[src/verilog/rfm_pkg.sv]
// Package with register map, reset values, field positions and types
// ****************************************************************
// Overview of operation
// Clearing bit 6 of the rail enable/disable register turns switch pair B off, overriding its force-on bit.
// Clearing bit 5 of that register holds switch A off, with priority over its force-on input.
// Clearing bit 4 keeps the termination LDO off, overriding its force-on; its reset value depends on the variant.
// Setting bit 3 turns the termination LDO on regardless of sequencing unless its disable bit is 0.
// Setting bit 1 enables switch pair B regardless of sequencing unless its disable bit is 0.
// With bit 0 clear the third aux LDO follows the shared enable pin; with bit 0 set it is on anyway.
// Bit 5 of the output control register at 0 drives the open-drain output low, at 1 releases it; reset 0x20.
// Bits 7 and 6 of the first mask register mask aux LDO two and switch A faults; both reset masked.
// Bits 5 to 0 of the first mask register mask step-down rails 6 to 1; all reset unmasked.
// Bits 5, 4 and 0 of the second mask register mask analog 5 V, aux LDO one and aux LDO three; reset 0x37.
// Bit 3 of the second mask register masks termination LDO faults and resets to 0.
// Bits 2 to 1 mask switch pair B faults, 00 unmasked and 11 masked, reset 11; codes 01 and 10 are not written.
// Every unmasked rail fault is combined into one shutdown request.
// Each overridable rail is enabled when its disable bit is 1 and its force-on or sequencer enable is 1.
// ****************************************************************
package rfm_pkg;

    // ****************************************************************
    // Register offsets
    // ****************************************************************
    localparam logic [7:0] OFS_RAIL_CTRL3 = 8'h9F;
    localparam logic [7:0] OFS_OUT_CTRL = 8'hA1;
    localparam logic [7:0] OFS_MASK_FIRST = 8'hA2;
    localparam logic [7:0] OFS_MASK_SECOND = 8'hA3;

    // ****************************************************************
    // Reset values
    // ****************************************************************
    localparam logic [7:0] RST_RAIL_CTRL3_A = 8'h68;
    localparam logic [7:0] RST_RAIL_CTRL3_B = 8'h70;
    localparam logic [7:0] RST_OUT_CTRL = 8'h20;
    localparam logic [7:0] RST_MASK_FIRST = 8'hC0;
    localparam logic [7:0] RST_MASK_SECOND = 8'h37;
    localparam logic [7:0] MASK_SECOND_RW = 8'h7F;
    localparam logic [7:0] RST_ZERO = 8'h00;
    localparam logic [6:0] DEF_BUS_ADDR = 7'h2A;

    // ****************************************************************
    // Field positions
    // ****************************************************************
    localparam int BIT_SWB_OFF_N = 6;
    localparam int BIT_SWA_OFF_N = 5;
    localparam int BIT_TERM_OFF_N = 4;
    localparam int BIT_TERM_FORCE = 3;
    localparam int BIT_SWB_FORCE = 1;
    localparam int BIT_AUX3_FORCE = 0;
    localparam int BIT_OD_LEVEL = 5;
    localparam int BIT_AUX2_MASK = 7;
    localparam int BIT_SWA_MASK = 6;
    localparam int BIT_A5V_MASK = 5;
    localparam int BIT_AUX1_MASK = 4;
    localparam int BIT_TERM_MASK = 3;
    localparam int BIT_SWB_MASK_HI = 2;
    localparam int BIT_SWB_MASK_LO = 1;
    localparam int BIT_AUX3_MASK = 0;
    localparam int NUM_STEP_DOWN = 6;

    // ****************************************************************
    // Types
    // ****************************************************************
    typedef struct packed {
        logic [NUM_STEP_DOWN-1:0] step_down; // Bit 0 is rail 1
        logic switch_a;
        logic aux_ldo_two;
        logic analog_5v_supply;
        logic aux_ldo_one;
        logic termination_ldo;
        logic switch_pair_b;
        logic aux_ldo_three;
    } rfm_fault_t;

    typedef struct packed {
        logic switch_pair_b;
        logic switch_a;
        logic termination_ldo;
    } rfm_seq_t;

    typedef struct packed {
        logic switch_pair_b;
        logic switch_a;
        logic termination_ldo;
        logic aux_ldo_three;
    } rfm_rail_en_t;

    typedef enum logic [3:0] {
        ST_IDLE = 4'h0,
        ST_ADDR = 4'h1,
        ST_ADDR_ACK = 4'h2,
        ST_REG = 4'h3,
        ST_REG_ACK = 4'h4,
        ST_WR = 4'h5,
        ST_WR_ACK = 4'h6,
        ST_RD = 4'h7,
        ST_RD_ACK = 4'h8
    } rfm_state_t;

endpackage

[src/verilog/rfm_regs.sv]
// Rail enable and fault mask register bank behind an I2C target port
`timescale 1ns/1ps
module rfm_regs #(
    parameter logic [6:0] BUS_ADDR = rfm_pkg::DEF_BUS_ADDR, // Arbitrary
    parameter logic VARIANT_B = 1'b0
) (
    input wire logic clk,
    input wire logic arst_n,
    input wire logic scl_i,
    input wire logic sda_i,
    output logic sda_o,
    output logic sda_oe,
    input wire logic shared_ldo_switch_enable_pin,
    input wire logic switch_a_force_on,
    input wire rfm_pkg::rfm_seq_t seq_en,
    input wire rfm_pkg::rfm_fault_t rail_fault,
    output rfm_pkg::rfm_rail_en_t rail_en,
    output logic shutdown_req,
    output logic open_drain_o,
    output logic open_drain_oe
);

    localparam logic [7:0] CTRL3_RST =
        VARIANT_B ? rfm_pkg::RST_RAIL_CTRL3_B : rfm_pkg::RST_RAIL_CTRL3_A;

    // ****************************************************************
    // Pin synchronisers
    // ****************************************************************
    logic scl_s1_r, scl_s2_r, scl_s3_r;
    logic sda_s1_r, sda_s2_r, sda_s3_r;
    logic pin_s1_r, pin_s2_r;
    logic scl_rise, scl_fall, bus_start, bus_stop;

    // Two stages before use, third only for edge detection
    always_ff @(posedge clk or negedge arst_n) begin
        if (!arst_n) begin
            scl_s1_r <= 1'b1;
            scl_s2_r <= 1'b1;
            scl_s3_r <= 1'b1;
            sda_s1_r <= 1'b1;
            sda_s2_r <= 1'b1;
            sda_s3_r <= 1'b1;
            pin_s1_r <= 1'b0;
            pin_s2_r <= 1'b0;
        end else begin
            scl_s1_r <= scl_i;
            scl_s2_r <= scl_s1_r;
            scl_s3_r <= scl_s2_r;
            sda_s1_r <= sda_i;
            sda_s2_r <= sda_s1_r;
            sda_s3_r <= sda_s2_r;
            pin_s1_r <= shared_ldo_switch_enable_pin;
            pin_s2_r <= pin_s1_r;
        end
    end

    // Bus events
    assign scl_rise = scl_s2_r & ~scl_s3_r;
    assign scl_fall = ~scl_s2_r & scl_s3_r;
    assign bus_start = scl_s2_r & scl_s3_r & sda_s3_r & ~sda_s2_r;
    assign bus_stop = scl_s2_r & scl_s3_r & ~sda_s3_r & sda_s2_r;

    // ****************************************************************
    // Registers and read decode
    // ****************************************************************
    logic [7:0] ctrl3_r, ctrl3_nxt;
    logic [7:0] gpo_r, gpo_nxt;
    logic [7:0] mask1_r, mask1_nxt;
    logic [7:0] mask2_r, mask2_nxt;

    // Read value of one offset; unmapped offsets read zero
    function automatic logic [7:0] rd_mux(input logic [7:0] ofs,
                                          input logic [7:0] c3,
                                          input logic [7:0] g,
                                          input logic [7:0] m1,
                                          input logic [7:0] m2);
        logic [7:0] v;
        v = rfm_pkg::RST_ZERO;
        unique case (ofs)
            rfm_pkg::OFS_RAIL_CTRL3: v = c3;
            rfm_pkg::OFS_OUT_CTRL: v = g;
            rfm_pkg::OFS_MASK_FIRST: v = m1;
            rfm_pkg::OFS_MASK_SECOND: v = m2 & rfm_pkg::MASK_SECOND_RW;
            default: v = rfm_pkg::RST_ZERO;
        endcase
        return v;
    endfunction

    // ****************************************************************
    // I2C target state machine
    // ****************************************************************
    rfm_pkg::rfm_state_t state_r, state_nxt;
    logic [2:0] cnt_r, cnt_nxt;
    logic done_r, done_nxt;
    logic rw_r, rw_nxt;
    logic nack_r, nack_nxt;
    logic [7:0] shift_r, shift_nxt;
    logic [7:0] ptr_r, ptr_nxt;
    logic drive_low_r, drive_low_nxt;
    logic [7:0] rd_data;

    assign rd_data = rd_mux(ptr_r, ctrl3_r, gpo_r, mask1_r, mask2_r);

    // Next state, shift, pointer and register writes
    always_comb begin
        state_nxt = state_r;
        cnt_nxt = cnt_r;
        done_nxt = done_r;
        rw_nxt = rw_r;
        nack_nxt = nack_r;
        shift_nxt = shift_r;
        ptr_nxt = ptr_r;
        drive_low_nxt = drive_low_r;
        ctrl3_nxt = ctrl3_r;
        gpo_nxt = gpo_r;
        mask1_nxt = mask1_r;
        mask2_nxt = mask2_r;
        if (bus_start) begin
            state_nxt = rfm_pkg::ST_ADDR;
            cnt_nxt = 3'h0;
            done_nxt = 1'b0;
            drive_low_nxt = 1'b0;
        end else if (bus_stop) begin
            state_nxt = rfm_pkg::ST_IDLE;
            drive_low_nxt = 1'b0;
        end else if (scl_rise) begin
            if (state_r == rfm_pkg::ST_RD_ACK) begin
                nack_nxt = sda_s2_r;
            end else if (state_r != rfm_pkg::ST_RD) begin
                shift_nxt = {shift_r[6:0], sda_s2_r};
            end
            cnt_nxt = cnt_r + 3'h1;
            done_nxt = (cnt_r == 3'h7);
        end else if (scl_fall) begin
            unique case (state_r)
                rfm_pkg::ST_IDLE: begin
                    drive_low_nxt = 1'b0;
                end
                rfm_pkg::ST_ADDR: begin
                    if (done_r) begin
                        done_nxt = 1'b0;
                        rw_nxt = shift_r[0];
                        if (shift_r[7:1] == BUS_ADDR) begin
                            state_nxt = rfm_pkg::ST_ADDR_ACK;
                            drive_low_nxt = 1'b1;
                        end else begin
                            state_nxt = rfm_pkg::ST_IDLE;
                        end
                    end
                end
                rfm_pkg::ST_ADDR_ACK, rfm_pkg::ST_REG_ACK,
                rfm_pkg::ST_WR_ACK, rfm_pkg::ST_RD_ACK: begin
                    cnt_nxt = 3'h0;
                    done_nxt = 1'b0;
                    drive_low_nxt = 1'b0;
                    if (state_r == rfm_pkg::ST_ADDR_ACK && !rw_r) begin
                        state_nxt = rfm_pkg::ST_REG;
                    end else if (state_r == rfm_pkg::ST_REG_ACK ||
                                 state_r == rfm_pkg::ST_WR_ACK) begin
                        state_nxt = rfm_pkg::ST_WR;
                    end else if (state_r == rfm_pkg::ST_RD_ACK && nack_r) begin
                        state_nxt = rfm_pkg::ST_IDLE;
                    end else begin
                        // Load next read byte and drive its top bit
                        state_nxt = rfm_pkg::ST_RD;
                        shift_nxt = rd_data;
                        ptr_nxt = ptr_r + 8'h01;
                        drive_low_nxt = ~rd_data[7];
                    end
                end
                rfm_pkg::ST_REG: begin
                    if (done_r) begin
                        state_nxt = rfm_pkg::ST_REG_ACK;
                        ptr_nxt = shift_r;
                        drive_low_nxt = 1'b1;
                    end
                end
                rfm_pkg::ST_WR: begin
                    if (done_r) begin
                        state_nxt = rfm_pkg::ST_WR_ACK;
                        drive_low_nxt = 1'b1;
                        ptr_nxt = ptr_r + 8'h01;
                        unique case (ptr_r)
                            rfm_pkg::OFS_RAIL_CTRL3: ctrl3_nxt = shift_r;
                            rfm_pkg::OFS_OUT_CTRL: gpo_nxt = shift_r;
                            rfm_pkg::OFS_MASK_FIRST: mask1_nxt = shift_r;
                            rfm_pkg::OFS_MASK_SECOND: begin
                                mask2_nxt = shift_r & rfm_pkg::MASK_SECOND_RW;
                            end
                            default: ;
                        endcase
                    end
                end
                rfm_pkg::ST_RD: begin
                    if (done_r) begin
                        state_nxt = rfm_pkg::ST_RD_ACK;
                        drive_low_nxt = 1'b0;
                    end else begin
                        shift_nxt = {shift_r[6:0], 1'b0};
                        drive_low_nxt = ~shift_r[6];
                    end
                end
                default: state_nxt = rfm_pkg::ST_IDLE;
            endcase
        end
    end

    // Register the bus and register bank state
    always_ff @(posedge clk or negedge arst_n) begin
        if (!arst_n) begin
            state_r <= rfm_pkg::ST_IDLE;
            cnt_r <= 3'h0;
            done_r <= 1'b0;
            rw_r <= 1'b0;
            nack_r <= 1'b0;
            shift_r <= rfm_pkg::RST_ZERO;
            ptr_r <= rfm_pkg::RST_ZERO;
            drive_low_r <= 1'b0;
            ctrl3_r <= CTRL3_RST;
            gpo_r <= rfm_pkg::RST_OUT_CTRL;
            mask1_r <= rfm_pkg::RST_MASK_FIRST;
            mask2_r <= rfm_pkg::RST_MASK_SECOND;
        end else begin
            state_r <= state_nxt;
            cnt_r <= cnt_nxt;
            done_r <= done_nxt;
            rw_r <= rw_nxt;
            nack_r <= nack_nxt;
            shift_r <= shift_nxt;
            ptr_r <= ptr_nxt;
            drive_low_r <= drive_low_nxt;
            ctrl3_r <= ctrl3_nxt;
            gpo_r <= gpo_nxt;
            mask1_r <= mask1_nxt;
            mask2_r <= mask2_nxt;
        end
    end

    // Open-drain data line
    assign sda_o = 1'b0;
    assign sda_oe = drive_low_r;

    // ****************************************************************
    // Rail enables and shutdown request
    // ****************************************************************
    rfm_pkg::rfm_rail_en_t en_r, en_nxt;
    logic shut_r, shut_nxt;
    logic od_oe_r, od_oe_nxt;
    rfm_pkg::rfm_fault_t live;

    // Effective enables, unmasked faults and output level
    always_comb begin
        en_nxt.switch_pair_b = ctrl3_r[rfm_pkg::BIT_SWB_OFF_N] &
            (ctrl3_r[rfm_pkg::BIT_SWB_FORCE] | seq_en.switch_pair_b);
        en_nxt.switch_a = ctrl3_r[rfm_pkg::BIT_SWA_OFF_N] &
            (switch_a_force_on | seq_en.switch_a);
        en_nxt.termination_ldo = ctrl3_r[rfm_pkg::BIT_TERM_OFF_N] &
            (ctrl3_r[rfm_pkg::BIT_TERM_FORCE] | seq_en.termination_ldo);
        en_nxt.aux_ldo_three = ctrl3_r[rfm_pkg::BIT_AUX3_FORCE] | pin_s2_r;
        live.step_down = rail_fault.step_down &
            ~mask1_r[rfm_pkg::NUM_STEP_DOWN-1:0];
        live.switch_a = rail_fault.switch_a &
            ~mask1_r[rfm_pkg::BIT_SWA_MASK];
        live.aux_ldo_two = rail_fault.aux_ldo_two &
            ~mask1_r[rfm_pkg::BIT_AUX2_MASK];
        live.analog_5v_supply = rail_fault.analog_5v_supply &
            ~mask2_r[rfm_pkg::BIT_A5V_MASK];
        live.aux_ldo_one = rail_fault.aux_ldo_one &
            ~mask2_r[rfm_pkg::BIT_AUX1_MASK];
        live.termination_ldo = rail_fault.termination_ldo &
            ~mask2_r[rfm_pkg::BIT_TERM_MASK];
        live.switch_pair_b = rail_fault.switch_pair_b &
            ~(mask2_r[rfm_pkg::BIT_SWB_MASK_HI] &
              mask2_r[rfm_pkg::BIT_SWB_MASK_LO]);
        live.aux_ldo_three = rail_fault.aux_ldo_three &
            ~mask2_r[rfm_pkg::BIT_AUX3_MASK];
        shut_nxt = |live;
        od_oe_nxt = ~gpo_r[rfm_pkg::BIT_OD_LEVEL];
    end

    // Register the rail side outputs
    always_ff @(posedge clk or negedge arst_n) begin
        if (!arst_n) begin
            en_r <= '0;
            shut_r <= 1'b0;
            od_oe_r <= 1'b0;
        end else begin
            en_r <= en_nxt;
            shut_r <= shut_nxt;
            od_oe_r <= od_oe_nxt;
        end
    end

    assign rail_en = en_r;
    assign shutdown_req = shut_r;
    assign open_drain_o = 1'b0;
    assign open_drain_oe = od_oe_r;

endmodule

[config.mk]
export PLATFORM = sky130hd
export DESIGN_NAME = rfm_regs
export DESIGN_NICKNAME = d
export VERILOG_FILES = /design/src/verilog/rfm_pkg.sv /design/src/verilog/rfm_regs.sv
export SDC_FILE = /design/constraint.sdc
export NUM_CORES = 1
export LEC_CHECK = 0
export BUFFER_PORTS_ARGS = -buffer_cell sky130_fd_sc_hd__buf_2
export CORE_MARGIN = 10
export CORE_UTILIZATION = 60
export CTS_CLUSTER_SIZE = 24
export DETAILED_ROUTE_END_ITERATION = 6
export HOLD_SLACK_MARGIN = 0.06
export PLACE_DENSITY = 0.83
export SYNTH_ARGS = -nofsm -noshare
export SYNTH_HDL_FRONTEND = slang
export SYNTH_SLANG_ARGS = --single-unit
[constraint.sdc]
create_clock -name clk -period 2.7 [get_ports clk]
set_clock_uncertainty 0.2 [all_clocks]
set_input_delay 0.135 -clock clk [delete_from_list [all_inputs] [get_ports clk]]
set_output_delay 0.135 -clock clk [all_outputs]
set_load 0.01 [all_outputs]
## Word level (Yosys, flattened, before mapping)

Cells that the tools add are included.
W data, S select, Z words.

| word-level totals | value |
|---|---|
| register bits | 72 |
| output and inout port bits | 9 |
| word-level logic and storage cells | 184 |

| operators by class | value |
|---|---|
| eq/ne operators | 35 |
| muxes and demuxes | 51 |
| reduce and logical (&&, ||, !) cells | 29 |
| bitwise operators | 41 |
| add/sub/neg operators | 2 |

Operator list:

| operator | number |
|---|---|
| $mux W8 | 13 |
| $reduce_and A7 Y1 | 5 |
| $eq A8 B8 Y1 const B | 4 |
| $mux W4 | 8 |
| $pmux W8 S4 | 1 |
| $mux W3 | 8 |
| $pmux W4 S6 | 1 |
| $pmux W8 S3 | 1 |
| $ne A4 B4 Y1 const B | 5 |
| $reduce_and A10 Y1 | 2 |
| $and A1 B1 Y1 | 18 |
| $reduce_bool A3 Y1 | 6 |
| $not A1 Y1 | 17 |
| $eq A4 B3 Y1 const B | 4 |
| $mux W1 | 16 |
| $pmux W8 S2 | 1 |
| $ne A3 B3 Y1 const B | 5 |
| $ne A2 B2 Y1 const B | 7 |
| $reduce_or A13 Y1 | 1 |
| $reduce_and A6 Y1 | 2 |
| $add A8 B1 Y8 const B | 1 |
| $eq A4 B2 Y1 const B | 2 |
| $eq A7 B6 Y1 const B | 1 |
| $reduce_bool A7 Y1 | 1 |
| 23 further kinds | 28 |

## Depth between registers and ports, before layout

| depth | value |
|---|---|
| depth in word-level cells | 11 |
| gate-level depth with buffers | 8 |
| mapped depth without buffers | 7 |

## Least setup slack after synthesis

Ideal clock, no wire load.

| path | value |
|---|---|
| path type | reg-to-reg |
| from | register ptr_r[2] |
| to | register mask1_r[0] |
| setup slack | 0.517 ns |
| library setup time | 0.125 ns |
| stages on the path, launching flop included | 7 |
| arrival time | 1.858 ns |
| path through | dfrtp_1 or4b_1 buf_2 nor2_2 and3_1 buf_2 mux2_2 |

| on the way | value |
|---|---|
| word-level cells in the longest chain between the ends | 2 |

RTL lines:

| item | line | text |
|---|---|---|
| start, declared | rfm_regs.sv:98 | `logic [7:0] ptr_r, ptr_nxt;` |
| start signal, assigned | rfm_regs.sv:217 | `ptr_r <= rfm_pkg::RST_ZERO;` |
| start signal, assigned | rfm_regs.sv:230 | `ptr_r <= ptr_nxt;` |
| $eq A8 B8 Y1 | rfm_regs.sv:183 | `unique case (ptr_r)` |
| $reduce_and A7 Y1 (no source line) | -- |  |
| end signal, assigned | rfm_regs.sv:221 | `mask1_r <= rfm_pkg::RST_MASK_FIRST;` |
| end signal, assigned | rfm_regs.sv:234 | `mask1_r <= mask1_nxt;` |
| end, declared | rfm_regs.sv:68 | `logic [7:0] mask1_r, mask1_nxt;` |

No other way between the ends.
A chain may end at the register's enable or synchronous reset.

## Worst setup path in the final report

| path | value |
|---|---|
| from | register state_r[0] |
| to | register ctrl3_r[2] |

| on the way | value |
|---|---|
| word-level cells in the longest chain between the ends | 2 |

RTL lines:

| item | line | text |
|---|---|---|
| start, declared | rfm_regs.sv:92 | `rfm_pkg::rfm_state_t state_r, state_nxt;` |
| start signal, assigned | rfm_regs.sv:211 | `state_r <= rfm_pkg::ST_IDLE;` |
| start signal, assigned | rfm_regs.sv:224 | `state_r <= state_nxt;` |
| $eq A4 B3 Y1 | rfm_regs.sv:135 | `unique case (state_r)` |
| $reduce_and A7 Y1 (no source line) | -- |  |
| end signal, assigned | rfm_regs.sv:232 | `ctrl3_r <= ctrl3_nxt;` |
| end, declared | rfm_regs.sv:66 | `logic [7:0] ctrl3_r, ctrl3_nxt;` |

No other way between the ends.

==> impl_metrics.tcl <==
set metrics [dict create \
    avgSynthCellArea_um2 10.3 \
    drc 0 \
    hold_buffers 10 \
    worst_setup_path_end_kind "register" \
    slowest_delay_ps 640 \
    worst_ep_required_time_ps 2760 \
    synth_seq_cells 72 \
    dp_hpwl_um 6410 \
    yosysTopAreaCellShare_pct 35.2 \
    routabilityCongestion 0.922 \
    grt_max_degree 73 \
    initial_utilization_pct 61.5 \
    yosys.area_share.adder_pct 2.56 \
    cap_violations 0 \
    portBuffers 28 \
    clk_latency_ps 370 \
    routed_wl_um 10000 \
    leakage_nw 1.98 \
    postSynth.asyncResetShare_pct 100 \
    dr.pass1.iters 7 \
    ir_drop_uv 583 \
    finalMaxSlewViolations 0 \
    die_y_um 101 \
    pwr-share-seq_pct 51.7 \
    pwr-share-comb_pct 8.3 \
    rows 29 \
    p_sw_mw 0.605 \
    path_delay_family "simple AND/OR/NAND/NOR gates" \
    post-cts-setup-buffer-count 0 \
    die_width_um 101 \
    reg2reg_from "state_r[0]" \
    yosysSeqAreaShare_pct 46.7 \
    yosys_warnings 0 \
    syn_to_final_growth_pct 14.3 \
    fin_ws_ps 172 \
    outcome "completed" \
    clkPwrFrac_pct 40.0 \
    grt_use_total_pct 20.0 \
    synth_edf_count 0 \
    netlist_area_um2 3910 \
    htreeDepth 3 \
    yosysTopAreaCell "dfrtp_1" \
    final_nets 453 \
    cp_slowest_cell "dfrtp_1" \
    wl_per_cell_um 19.9 \
    worst_pin_slew_ps 561 \
    synthFlopType "dfrtp_1" \
    synthCells 381 \
    cts_tree "done" \
    pre_cts_ws_ps 231 \
    internal-power_mw 1.63 \
    post-route-min-period_ps 2530 \
    root_buffer "clkbuf_8" \
    synth_cell_types 59 \
    die_area_um2 10100 \
    hold_viol 0 \
    path_buf_inv 1 \
    io_pins 31 \
    clkTransAtPathRegs_ps 90 \
    antenna_found_initial 0 \
    r2r_cells 5 \
    grt_first_pass_wirelength_um 16300 \
    drtIter0Drc 304 \
    synthMuxAreaShare_pct 12.9 \
    rsz0062_at_grt "no" \
    fin_hold_ws_ps 101 \
    worstPathCellList "inv_1 > nor3_1 > and4_1 > and2_1 > mux2_2" \
    switching_share_pct 27.1 \
    synth_area_leaders "dfrtp_1 (35%), mux2_2 (12%), dfstp_2 (11%), o21ai_0 (3.3%), nand2_1 (3.2%)" \
    clock_sinks 72 \
    synth_compound_area_share_pct 16.1 \
    ant_nets 0 \
    slew_headroom_pct 62.1 \
    drive_gt1_share_pct 29.9 \
    core_area_um2 6350 \
    reg2reg_slack_ps 170 \
    cts_max_path_buffers 2 \
    crit_fanout 17 \
    finalSetupViolCount 0 \
    cts-buffers-inserted 9 \
    hold_path.class "in2async" \
    synthXorXnorAreaFrac_pct 0.224 \
    synth_top_family_by_area "simple AND/OR/NAND/NOR gates" \
    vias 3289 \
    worstSetupStartpointType "register" \
    fmax_mhz 396 \
    p_per_area_nw_per_um2 500 \
    critPathArrivalTime_ps 2580 \
    setup.worst_path.class "reg2reg" \
    cts_resized 0 \
    diodes 0 \
    overflow 0 \
    avgViaCountPerCell 6.51 \
    yosys.area_share.simple_pct 16.7 \
    grt_pass1_vias 3249 \
    timing.rr.end "ctrl3_r[2]" \
    setup-tns-final_ps 0 \
    period_share_pct 93.6 \
]
-- flip-flops by register name (all words and copies together), names as in the netlist, 3 cells and up --
name     cells
cnt_r        3
ctrl3_r      8
gpo_r        8
mask1_r      8
mask2_r      7
ptr_r        8
rail_en      4
shift_r      8
state_r      4
-- worst register-to-register path, cell delays in order, from the launching register on --
cell and delay, ps:
dfrtp_1 640, inv_1 210, nor3_1 240, and4_1 300, and2_1 420, mux2_2 410
-- placed cells by master (no fill, tap or decap), drive strengths merged, types with 3 or more instances in the layout --
cell type	synthesis	routed
nand2b	4	4
nor3	21	21
nand3	7	7
dfrtp	55	55
nor2b	4	4
o21ai	26	26
nor2	17	17
o21a	3	3
a21oi	14	14
a21o	3	3
inv	21	22
dlygate4sd3	0	10
a222oi	7	7
o22ai	7	7
clkbuf	13	10
buf	11	44
a2bb2oi	5	5
dfstp	17	17
a22o	4	4
mux2	43	43
ha	8	8
nand2	33	33
nand4	5	5
and3	6	6
a221oi	3	3
-- per-layer routing --
layer | vias up | global-route usage [%] | part of all wire, %
li1 | 1477 | - | -
met1 | 1622 | 25.4 | 41
met2 | 148 | 31.2 | 48
met3 | 42 | 3.77 | 7.0
met4 | 0 | 11.7 | 3.6
met5 | - | 0 | 0
-- kinds of logic (layout without fill, tap and decap cells) --
family                     Yosys count  count (layout)
and+or+nand+nor                    118             118
DFF                                 72              72
muxes                               45              45
AOI/OAI and AO/OA                   91              91
adders and majority gates            8               8
buffers and inverters               45              91
xor gates and xnor gates             1               1
other                                1               2
-- final cells by class --
type	instances	area, µm²
Multi-Input combinational cell	265	1900
Fill cell	438	1880
Sequential cell	72	1820
Timing Repair Buffer	54	373
Clock buffer	10	128
Tap cell	77	96.3
Inverter	21	78.8
Clock inverter	6	67.6
-- worst max path at each step --
stage               depth (start not counted)  slack [ps]        from          to
finish                                      5         170  state_r[0]  ctrl3_r[2]
detailed placement                          5         230  state_r[0]  mask1_r[3]
global route                                5          50  state_r[0]  mask1_r[4]
global placement                            5         300  state_r[0]  shift_r[2]
floorplan                                   6         520    ptr_r[2]  mask1_r[0]
CTS                                         5         200  state_r[0]  shift_r[6]
-- cells in the mapped netlist (8+ instances only) --
| cell type | count |
|---|---|
| a21oi_1 | 13 |
| buf_2 | 9 |
| clkbuf_1 | 13 |
| dfrtp_1 | 55 |
| dfstp_2 | 17 |
| ha_1 | 8 |
| inv_1 | 21 |
| mux2_2 | 42 |
| nand2_1 | 33 |
| nor2_1 | 16 |
| nor3_1 | 20 |
| o21ai_0 | 26 |
-- per-stage QoR --
| stage | instance area, µm² | power, mW | cells | utilization (%) |
|---|---|---|---|---|
| after floorplan | 3910 | 1.27 | 382 | - |
| after global placement | 4170 | 1.34 | 479 | 65.7 |
| after detailed placement | 4170 | 1.34 | 479 | 65.7 |
| after CTS | 4470 | 2.23 | 505 | 70.3 |
| after global routing | 4470 | 2.30 | 505 | 70.3 |
| final | 4470 | 2.23 | 505 | 70.3 |
-- power groups by stage --
stage / registers (mW) / logic [mW] / clock network (mW)
after floorplan: 1.15 / 0.110 / 0
after global placement: 1.17 / 0.166 / 0
after detailed placement: 1.17 / 0.172 / 0
after CTS: 1.15 / 0.182 / 0.893
after global routing: 1.16 / 0.207 / 0.931
final: 1.16 / 0.185 / 0.895
Note: power is estimated with default switching activity, not from simulation.
